`src/core/uhcif_pkg.sv`:
```
// constants and types for the host channel event flag block
package uhcif_pkg;
    localparam int unsigned ADDR_W = 12;
    localparam int unsigned DATA_W = 32;
    localparam int unsigned MAX_CH = 8;
    localparam logic [11:0] CH_BASE = 12'h500;
    localparam logic [11:0] CH_STRIDE = 12'h020;
    localparam logic [11:0] OFF_FLAGS = 12'h508;
    localparam logic [11:0] OFF_ENABLES = 12'h50c;
    localparam logic [11:0] OFF_LENGTH = 12'h510;
    localparam int unsigned FLAG_W = 11;
    localparam int unsigned BIT_TOGGLE_ERR = 10;
    localparam int unsigned BIT_QUEUE_OVR = 9;
    localparam int unsigned BIT_BABBLE = 8;
    localparam int unsigned BIT_BUS_ERR = 7;
    localparam int unsigned BIT_ACK = 5;
    localparam int unsigned BIT_NAK = 4;
    localparam int unsigned BIT_STALL = 3;
    localparam int unsigned BIT_HALTED = 1;
    localparam int unsigned BIT_FINISHED = 0;
    localparam logic [10:0] FLAG_MASK = 11'h7bb;
    localparam logic [10:0] FLAGS_RESET = 11'h000;
    localparam logic [10:0] ENABLES_RESET = 11'h000;
    localparam int unsigned PID_LSB = 29;
    localparam int unsigned PID_W = 2;
    localparam int unsigned REMAINING_PACKET_COUNT_LSB = 19;
    localparam int unsigned REMAINING_PACKET_COUNT_W = 10;
    localparam int unsigned TLEN_LSB = 0;
    localparam int unsigned TLEN_W = 19;
    localparam logic [1:0] PID_DATA0 = 2'h0;
    localparam logic [1:0] PID_DATA1 = 2'h2;
    localparam logic [1:0] PID_SETUP = 2'h3;
    localparam logic [1:0] SEL_FLAGS = 2'h0;
    localparam logic [1:0] SEL_ENABLES = 2'h1;
    localparam logic [1:0] SEL_LENGTH = 2'h2;
    localparam logic [1:0] SEL_NONE = 2'h3;

    typedef enum logic [3:0] {
        EVT_DATA = 4'h0,
        EVT_ACK_RX = 4'h1,
        EVT_ACK_TX = 4'h2,
        EVT_NAK = 4'h3,
        EVT_STALL = 4'h4,
        EVT_CRC_ERR = 4'h5,
        EVT_STUFF_ERR = 4'h6,
        EVT_TIMEOUT = 4'h7,
        EVT_BABBLE = 4'h8
    } uhcif_evt_t;
endpackage

```
`src/core/uhcif_flags.sv`:
```
// per-channel event flags, enables and interrupt lines of the host core
// What this block does
// - flags set by events, write-one clears
// - flags and enables reset to zero
// - eight channels, three registers (flags, enables, length) every 0x20
// - bit 10: received pid mismatches expected
// - bit 9: start with periodic queue full
// - bit 8: babble seen on bus
// - bit 7: crc, stuff or timeout error
// - bit 5: ack received or sent
// - bit 4: nak received
// - bit 3: stall received
// - bit 1: halted; ignore link events while halting
// - bit 0 only when no error occurred in an earlier cycle since the last transfer start
// - in channel finishes at packet count zero
// - only enabled flags raise the interrupt
// - enables written only by software
// - expected pid checked on in channels, then toggled automatically
// - packet count drops per good packet
`timescale 1ns/1ps
`default_nettype none

module uhcif_flags #(
    parameter int unsigned NUM_CH = 8
) (
    input wire logic clk_i,
    input wire logic nrst_i,
    input wire logic [11:0] addr_i,
    input wire logic [31:0] wdata_i,
    input wire logic wr_i,
    input wire logic rd_i,
    output logic [31:0] rdata_o,
    input wire logic evt_valid_i,
    input wire logic [2:0] evt_chan_i,
    input wire uhcif_pkg::uhcif_evt_t evt_kind_i,
    input wire logic [1:0] rx_pid_i,
    input wire logic [NUM_CH-1:0] xfer_start_i,
    input wire logic [NUM_CH-1:0] chan_periodic_i,
    input wire logic [NUM_CH-1:0] chan_is_in_i,
    input wire logic pqueue_full_i,
    input wire logic [NUM_CH-1:0] halt_req_i,
    input wire logic [NUM_CH-1:0] halt_done_i,
    input wire logic txf_pop_i,
    input wire logic [2:0] txf_pop_chan_i,
    output logic [NUM_CH-1:0] chan_irq_o,
    output logic [NUM_CH-1:0] chan_halting_o
);

    if (NUM_CH < 1 || NUM_CH > uhcif_pkg::MAX_CH) begin : g_bad_num_ch
        $error("NUM_CH must lie between 1 and 8");
    end

    typedef struct packed {
        logic [NUM_CH-1:0][uhcif_pkg::FLAG_W-1:0] flags;
        logic [NUM_CH-1:0][uhcif_pkg::FLAG_W-1:0] enables;
        logic [NUM_CH-1:0][uhcif_pkg::PID_W-1:0] pid;
        logic [NUM_CH-1:0][uhcif_pkg::REMAINING_PACKET_COUNT_W-1:0] remaining_packet_count;
        logic [NUM_CH-1:0][uhcif_pkg::TLEN_W-1:0] tlen;
        logic [NUM_CH-1:0] halting;
        logic [NUM_CH-1:0] err_seen;
        logic [31:0] rdata;
    } uhcif_state_t;

    localparam logic [11:0] LO_FLAGS = uhcif_pkg::OFF_FLAGS - uhcif_pkg::CH_BASE;
    localparam logic [11:0] LO_EN = uhcif_pkg::OFF_ENABLES - uhcif_pkg::CH_BASE;
    localparam logic [11:0] LO_LEN = uhcif_pkg::OFF_LENGTH - uhcif_pkg::CH_BASE;
    localparam logic [11:0] SPAN = 12'(NUM_CH * uhcif_pkg::CH_STRIDE);

    // address to {register select, channel}; select SEL_NONE when unmapped
    function automatic logic [4:0] decode(input logic [11:0] a);
        logic [11:0] off;
        logic [1:0] sel;
        off = a - uhcif_pkg::CH_BASE;
        sel = uhcif_pkg::SEL_NONE;
        if (a >= uhcif_pkg::CH_BASE && off < SPAN) begin
            if ({7'h00, off[4:0]} == LO_FLAGS) begin
                sel = uhcif_pkg::SEL_FLAGS;
            end else if ({7'h00, off[4:0]} == LO_EN) begin
                sel = uhcif_pkg::SEL_ENABLES;
            end else if ({7'h00, off[4:0]} == LO_LEN) begin
                sel = uhcif_pkg::SEL_LENGTH;
            end
        end
        return {sel, off[7:5]};
    endfunction

    // next pid after a good data packet
    function automatic logic [1:0] next_pid(input logic [1:0] p);
        return (p == uhcif_pkg::PID_DATA0) ? uhcif_pkg::PID_DATA1
                                           : uhcif_pkg::PID_DATA0;
    endfunction

    uhcif_state_t s_q;
    uhcif_state_t s_d;
    logic [4:0] wdec;
    logic [4:0] rdec;
    logic [uhcif_pkg::FLAG_W-1:0] set_v;
    logic hit_evt;

    assign wdec = decode(addr_i);
    assign rdec = decode(addr_i);

    always_comb begin
        s_d = s_q;
        s_d.rdata = 32'h0000_0000;
        set_v = '0;
        hit_evt = 1'b0;
        for (int c = 0; c < NUM_CH; c++) begin
            set_v = '0;
            // software writes first, so hardware sets below win
            if (wr_i && wdec[4:3] != uhcif_pkg::SEL_NONE
                    && wdec[2:0] == 3'(c)) begin
                case (wdec[4:3])
                    uhcif_pkg::SEL_FLAGS: begin
                        s_d.flags[c] = s_q.flags[c]
                            & ~(wdata_i[10:0] & uhcif_pkg::FLAG_MASK);
                    end
                    uhcif_pkg::SEL_ENABLES: begin
                        s_d.enables[c] = wdata_i[10:0]
                            & uhcif_pkg::FLAG_MASK;
                    end
                    uhcif_pkg::SEL_LENGTH: begin
                        s_d.pid[c] = wdata_i[uhcif_pkg::PID_LSB
                            +: uhcif_pkg::PID_W];
                        s_d.remaining_packet_count[c] = wdata_i[uhcif_pkg::REMAINING_PACKET_COUNT_LSB
                            +: uhcif_pkg::REMAINING_PACKET_COUNT_W];
                        s_d.tlen[c] = wdata_i[uhcif_pkg::TLEN_LSB
                            +: uhcif_pkg::TLEN_W];
                    end
                    default: begin
                    end
                endcase
            end
            if (xfer_start_i[c]) begin
                s_d.err_seen[c] = 1'b0;
                if (chan_periodic_i[c] && pqueue_full_i) begin
                    set_v[uhcif_pkg::BIT_QUEUE_OVR] = 1'b1;
                end
            end
            if (halt_req_i[c]) begin
                s_d.halting[c] = 1'b1;
            end
            if (halt_done_i[c] && s_q.halting[c]) begin
                s_d.halting[c] = 1'b0;
                set_v[uhcif_pkg::BIT_HALTED] = 1'b1;
            end
            // a halting channel ignores link events
            hit_evt = evt_valid_i && evt_chan_i == 3'(c)
                && !s_q.halting[c];
            if (hit_evt) begin
                case (evt_kind_i)
                    uhcif_pkg::EVT_DATA: begin
                        if (chan_is_in_i[c] && rx_pid_i != s_q.pid[c]) begin
                            set_v[uhcif_pkg::BIT_TOGGLE_ERR] = 1'b1;
                            s_d.err_seen[c] = 1'b1;
                        end else begin
                            s_d.pid[c] = next_pid(s_q.pid[c]);
                            if (s_q.remaining_packet_count[c] != '0) begin
                                s_d.remaining_packet_count[c] = s_q.remaining_packet_count[c]
                                    - 10'h001;
                            end
                            if (chan_is_in_i[c] && s_q.remaining_packet_count[c] == 10'h001
                                    && !s_q.err_seen[c]) begin
                                set_v[uhcif_pkg::BIT_FINISHED] = 1'b1;
                            end
                        end
                    end
                    uhcif_pkg::EVT_ACK_RX, uhcif_pkg::EVT_ACK_TX: begin
                        set_v[uhcif_pkg::BIT_ACK] = 1'b1;
                    end
                    uhcif_pkg::EVT_NAK: begin
                        set_v[uhcif_pkg::BIT_NAK] = 1'b1;
                    end
                    uhcif_pkg::EVT_STALL: begin
                        set_v[uhcif_pkg::BIT_STALL] = 1'b1;
                    end
                    uhcif_pkg::EVT_CRC_ERR, uhcif_pkg::EVT_STUFF_ERR,
                    uhcif_pkg::EVT_TIMEOUT: begin
                        set_v[uhcif_pkg::BIT_BUS_ERR] = 1'b1;
                        s_d.err_seen[c] = 1'b1;
                    end
                    uhcif_pkg::EVT_BABBLE: begin
                        set_v[uhcif_pkg::BIT_BABBLE] = 1'b1;
                        s_d.err_seen[c] = 1'b1;
                    end
                    default: begin
                    end
                endcase
            end
            if (txf_pop_i && txf_pop_chan_i == 3'(c) && !chan_is_in_i[c]
                    && !s_q.err_seen[c]) begin
                set_v[uhcif_pkg::BIT_FINISHED] = 1'b1;
            end
            s_d.flags[c] = s_d.flags[c]
                | (set_v & uhcif_pkg::FLAG_MASK);
        end
        if (rd_i && rdec[4:3] != uhcif_pkg::SEL_NONE) begin
            for (int c = 0; c < NUM_CH; c++) begin
                if (rdec[2:0] == 3'(c)) begin
                    case (rdec[4:3])
                        uhcif_pkg::SEL_FLAGS: begin
                            s_d.rdata = {21'h00_0000, s_q.flags[c]};
                        end
                        uhcif_pkg::SEL_ENABLES: begin
                            s_d.rdata = {21'h00_0000, s_q.enables[c]};
                        end
                        uhcif_pkg::SEL_LENGTH: begin
                            s_d.rdata = {1'b0, s_q.pid[c], s_q.remaining_packet_count[c],
                                s_q.tlen[c]};
                        end
                        default: begin
                            s_d.rdata = 32'h0000_0000;
                        end
                    endcase
                end
            end
        end
    end

    always_ff @(posedge clk_i or negedge nrst_i) begin
        if (!nrst_i) begin
            s_q <= '0;
        end else begin
            s_q <= s_d;
        end
    end

    always_comb begin
        for (int c = 0; c < NUM_CH; c++) begin
            chan_irq_o[c] = |(s_q.flags[c] & s_q.enables[c]);
        end
    end

    assign chan_halting_o = s_q.halting;
    assign rdata_o = s_q.rdata;

endmodule // uhcif_flags

`default_nettype wire

```
`config.mk`:
```
export PLATFORM = sky130hd
export DESIGN_NAME = uhcif_flags
export DESIGN_NICKNAME = d
export VERILOG_FILES = /design/src/core/uhcif_pkg.sv /design/src/core/uhcif_flags.sv
export SDC_FILE = /design/constraint.sdc
export NUM_CORES = 1
export LEC_CHECK = 0
export CAP_MARGIN = 20
export CORE_MARGIN = 2
export CORE_UTILIZATION = 45
export CTS_CLUSTER_SIZE = 30
export DETAILED_ROUTE_END_ITERATION = 6
export DONT_BUFFER_PORTS = 1
export HOLD_SLACK_MARGIN = 0.02
export SYNTH_ARGS = -nofsm -noshare
export SYNTH_HDL_FRONTEND = slang
export SYNTH_SLANG_ARGS = --single-unit
```
`constraint.sdc`:
```
create_clock -name clk_i -period 2.3 [get_ports clk_i]
set_input_delay 0.23 -clock clk_i [delete_from_list [all_inputs] [get_ports clk_i]]
set_output_delay 0.23 -clock clk_i [all_outputs]
set_load 0.005 [all_outputs]
```
==> metrics, run 1 <==
Worst setup EP type=flip-flop; RSZ-0062 raised after global routing=true; worst-case clock buffer depth=3; vias per std cell=just over 6; Hold Vio Cnt, Final=439; Synth Instances=2524; core area=0.0515 sq mm; gpl congestion=just over 1; Routed WL=88000 um; Syn Nets=~2600; most common cell after layout, fill and taps aside=nand2_1; DRT Pass-1 Iters=6; PnR worst setup slack=0.0335 ns; maximum clock frequency=441 MHz; area share of fa/ha/maj cells after synthesis=0.851%; global-route wire length before repair=131000 um; Site Rows=83; Die Wd=233 um; H-tree levels=2; initial cell density of the core=approximately 46%; DRC viols=0; Synth Area in Compound Gates=16.9%; IO Port Bufs=0; WP data required=~2.8 ns; area grow syn2layout=17.8%; vias in the first global route=20600; most frequent cells in the layout=500 x nand2_1, 439 x dfrtp_1, 246 x o21ai_0; Lkg Pwr=around 13 nW; measured slew at the worst slew-check pin=1.44 ns; post-detailed-route count of antenna-violating nets=0; fin nets=2801; IO Count=151; Primary FF master, synth=dfrtp_1; Routed met2 length=40500 um; Vias=21100; Synth Area in Simple Gates=18.5%; Tmin final=2.27 ns; Syn Std Cell Area=0.0235 sq mm; fill cell count=4680; Syn Area/Cell=9.32 sq um; post-synth cell types=83; clk_lat worst skew=between 0.6 and 0.7 ns; design area=between 0.02 and 0.03 sq mm; Hold Crit Class=primary input to asynchronous set/reset pin; Slew HR=3.91%; final slew viol count=0; Clock Tree Root=clkbuf_16; Clock Pin Slew Worst Setup and Hold Paths=approximately 0.06 ns; HPWL Detailed=59000 um; Tcrit/Tclk final=around 100%; largest family of logic cells by synthesized area=simple AND/OR/NAND/NOR gates; WL met3=7180 um; ratio of cells with drive above 1 in the final layout=roughly 18%; asr flop ratio synth=100%; DR top layer=met4; initial antenna violation count=2; CTS Buf Count=50; violated checks=hold timing; xor and xnor area share after synthesis=0.633%; initial DRC count=2353; die height=approximately 230 um; Clock Skew=0.0315 ns; CTS sink count=439; pre-CTS WS=-0.259 ns; sequential area share after synthesis=46.7%; wire per inst=25.8 um; CP Max Fanout=8; Worst setup SP type=flip-flop; Max-Cap Viols=0; status=finished with violations; Post-synth EDFFs=0; Global Route Usage Sum=32.4%; wl on met1=36900 um; VDD IR max=542 uV; CTS tree=done; synthesized flop and latch total=about 440; largest net degree at the start of global routing=between 400 and 500; Max stage delay cell, worst path=dfrtp_1; die footprint=between 0.05 and 0.06 sq mm; Critical Path, Cell by Cell=inv_2 -> ha_4 -> or3b_4 -> or3_4 -> o2111a_2 -> nor2_4 -> nor3_2 -> o22a_1; crit path DAT=around 2.8 ns; Setup CP Type=flip-flop to flip-flop; Pwr Density=630 mW/mm^2; CP peak stage delay=0.39 ns; number of synthesis warnings=0; hold_buf cts=88; total grt overflow=0; mux cell area share after synthesis=11.7%; Post-DP Area=0.0250 sq mm; Min Hold Slack=-0.666 ns; setup violators final=0
[state kept, by name (all words and copies together), names as in the netlist]
| register | count |
|---|---|
| s_q | 400 |
| rdata_o | 31 |
| chan_halting_o | 8 |
[area by class of cell]
class                   count  area [sq um]  share of cell area [%]
multi-input cells        1855         11600                    41.8
clock buffers              75          1480                    5.32
inverters                  44           165                   0.596
clock inverters            12           133                   0.478
diodes                      7          17.5                  0.0632
repair buffers            292          2520                    9.09
well taps                 680           851                    3.07
flip-flops and latches    439         11000                    39.6
[worst max-delay path: cells and delay by family, from the launching register on]
family | cells | cell delay, ns
AO/OA/AOI/OAI | 2 | 0.55
adder cells (fa/ha/maj) | 1 | 0.13
buffers and inverters | 1 | 0.08
flip-flops | 1 | 0.39
AND/OR/NAND/NOR | 4 | 1.01
[cells by family after synthesis]
logic type	after synthesis
compound gates	634
xor+xnor	17
fa+ha+maj	16
buf+inv	230
flops	439
mux	242
other cells	1
simple gates	945
[metrics by stage]
stage,util (%),cells,TNS (ns),power [mW]
floorplan,-,2524,0,8.99
global placement,48.5,3213,-2.23,9.25
detailed placement,48.5,3213,-4.21,9.28
CTS,53.5,3390,0,17.5
global route,53.8,3399,-0.158,18.0
finish,53.8,3404,0,17.5
[power breakdown]
part / switching [mW] / internal [mW]
sequential: 0.209 / 7.93
clock: 3.32 / 4.63
combinational: 0.830 / 0.556
total: 4.36 / 13.1
[timing repair]
| item | CTS | global route |
|---|---|---|
| gates resized for setup | 10 | 19 |
| setup endpoints to repair | 16 | 37 |
| buffers inserted | 2 | 7 |
| pin swaps | 4 | 4 |
| hold endpoints to repair | 821 | 439 |
[final timing paths]
path,startpoint,endpoint,slack [ns],cells after the start
worst min register to register,s_q[74]$_DFFE_PN0P_,s_q[74]$_DFFE_PN0P_,0.46,2
worst min-delay path,nrst_i,chan_halting_o[1]$_DFFE_PN0P_,-0.67,0
min in group clk_i,addr_i[6],rdata_o[26]$_DFF_PN0_,0.04,3
worst max-delay path,s_q[221]$_DFF_PN0_,s_q[222]$_DFF_PN0_,0.03,8
max in group asynchronous,nrst_i,rdata_o[19]$_DFF_PN0_,1.80,0
worst max register to register,s_q[221]$_DFF_PN0_,s_q[222]$_DFF_PN0_,0.03,8
[per-layer routing]
| layer | track usage, % | vias to the layer above |
|---|---|---|
| li1 | - | 9317 |
| met1 | 44.3 | 10600 |
| met2 | 51.5 | 1003 |
| met3 | 5.53 | 185 |
| met4 | 12.6 | 0 |
| met5 | 0 | - |
[synth_stat cells, types with 17 or more instances]
cell type / count / area [sq um]
a211o_1: 20 / 175
a211oi_1: 17 / 128
a21oi_1: 133 / 666
a221oi_1: 22 / 193
a22oi_1: 28 / 210
buf_2: 44 / 220
buf_4: 47 / 353
clkbuf_1: 76 / 285
dfrtp_1: 439 / 11000
inv_1: 44 / 165
mux2_2: 120 / 1350
mux2i_1: 100 / 1000
nand2_1: 501 / 1880
nand2b_1: 18 / 113
nand3_1: 52 / 260
nor2_1: 154 / 578
nor3_1: 51 / 255
nor4_1: 18 / 113
o21ai_0: 248 / 1240
or3_1: 40 / 250
xor2_1: 17 / 149
(Power assumes the default switching activity.)
==> run 2: changes to the inputs <==
CELL_PAD_IN_SITES_DETAIL_PLACEMENT = 1   (was unset)
CELL_PAD_IN_SITES_GLOBAL_PLACEMENT = 1   (was unset)
PLACE_DENSITY_LB_ADDON = 0.1   (was unset)
==> metrics, run 2 (synthesized netlist as in run 1, its figures left out) <==
status=finished with violations; violated checks=hold timing, setup timing; post-detailed-route count of antenna-violating nets=0; largest net degree at the start of global routing=440; Vias=21400; CP Max Fanout=8; gpl congestion=between 0.9 and 1; Hold Crit Class=primary input to asynchronous set/reset pin; die height=233 um; measured slew at the worst slew-check pin=between 1 and 1.5 ns; CTS sink count=439; vias per std cell=6.27; initial antenna violation count=4; vias in the first global route=22200; maximum clock frequency=431 MHz; Site Rows=83; Routed WL=96700 um; Critical R2R Launch=s_q[221]$_DFF_PN0_; Largest register FFs=400; most common cell after layout, fill and taps aside=nand2_1; die footprint=0.0541 sq mm; Clock Pin Slew Worst Setup and Hold Paths=~0.060 ns; Buf/Inv on CP=2; Critical Path, Cell by Cell=inv_2 -> ha_4 -> or3b_4 -> or3_4 -> o2111a_2 -> nor2_4 -> buf_4 -> a211o_1 -> a21oi_1; family with the most delay on the worst path=simple AND/OR/NAND/NOR gates; IO Count=151; HPWL Detailed=around 64000 um; Post-DP Area=0.0250 sq mm; global-route wire length before repair=144000 um; Pwr Density=between 600 and 700 mW/mm^2; Worst setup SP type=flip-flop; Hold Vio Cnt, Final=439; worst-case clock buffer depth=3; Tmin final=between 2 and 2.5 ns; WP data required=2.79 ns; Tcrit/Tclk final=101%; design area=0.0279 sq mm; clk_lat worst skew=0.61 ns; CTS tree=done; setup violators final=4; CP startpoint=s_q[221]$_DFF_PN0_; core area=about 0.052 sq mm; area grow syn2layout=18.7%; Reg with most FFs=s_q; ratio of cells with drive above 1 in the final layout=18.1%; initial DRC count=1901; VDD IR max=586 uV; Final Util=between 50% and 60%; initial cell density of the core=45.7%; Non-Filler Instances=3404; Max stage delay cell, worst path=or3_4; crit path DAT=2.81 ns; PnR worst setup slack=-0.0215 ns; Worst setup EP type=flip-flop; DRC viols=0; Max-Cap Viols=0; fin nets=2799; wire per inst=28.4 um; RSZ-0062 raised after global routing=true; Lkg Pwr=12.8 nW; IO Port Bufs=0; Clock Tree Root=clkbuf_16; Slew HR=18.7%; footprint of the multi-input gates=between 0.01 and 0.015 sq mm; Global Route Usage Sum=35.8%; fill cell count=5780; CTS Buf Count=51; H-tree levels=2; final slew viol count=0; hold_buf cts=89; FF-to-FF setup slack=-0.02 ns; Setup CP Type=flip-flop to flip-flop; most frequent cells in the layout=500 x nand2_1, 438 x dfrtp_1, 246 x o21ai_0; Min Hold Slack=-0.680 ns; area occupied by registers=0.0110 sq mm; DRT Pass-1 Iters=5; Die Wd=about 230 um; CP peak stage delay=between 0.4 and 0.5 ns; Clock Skew=0.0137 ns; Inst Count DP=approximately 3200; Final Power=approximately 18 mW; total grt overflow=0
[run 2: changes by cell type in the layout (fill, tap and decap cells not counted), sizes merged]
cell,previous run,this run
buf,208,205
clkbuf,75,78
clkinv,8,11
diode,7,4
bufinv,2,1
inv,46,47
[run 2: report_power, final]
group          internal, mW  switching [mW]  total [mW]
clock network          4.69            3.49        8.18
registers              7.93           0.227        8.15
logic                 0.580           0.874        1.45
total                  13.2            4.59        17.8
[run 2: area by class of cell]
type / instances / share of cell area (%)
repair buffers: 289 / 9.47
inverters: 44 / 0.591
flip-flops and latches: 439 / 39.3
diodes: 4 / 0.0358
multi-input cells: 1855 / 41.6
clock buffers: 78 / 5.47
well taps: 680 / 3.05
clock inverters: 15 / 0.461
[run 2: worst paths after layout]
check / end / cells past startpoint
min in group clk_i: s_q[395]$_DFF_PN0_ / 3
max: s_q[224]$_DFF_PN0_ / 9
max in group asynchronous: s_q[222]$_DFF_PN0_ / 0
min reg2reg: s_q[395]$_DFF_PN0_ / 1
max reg2reg: s_q[224]$_DFF_PN0_ / 9
min: s_q[377]$_DFFE_PN0P_ / 0
[run 2: timing repair]
action | 4_1_cts | 5_1_grt
endpoints found under the setup margin | 19 | 54
hold endpoints to repair | 840 | 439
resized for setup | 12 | 31
setup buffers | 8 | 9
cloned | 0 | 1
pin swaps | 4 | 13
[run 2: per-stage QoR]
stage,TNS [ns],worst slack (ns)
floorplan,0,0.0214
global placement,-2.12,-0.242
detailed placement,-4.28,-0.279
CTS,-0.0440,-0.0134
global route,-0.952,-0.124
finish,-0.0379,-0.0215
[run 2: layer usage]
layer | global-route usage (%) | up-vias | part of all wire [%]
met5 | 0 | - | 0.027
met2 | 57.8 | 778 | 47
met1 | 48.8 | 11100 | 43
li1 | - | 9284 | -
met4 | 12.3 | 4 | 3.8
met3 | 5.76 | 199 | 6.3
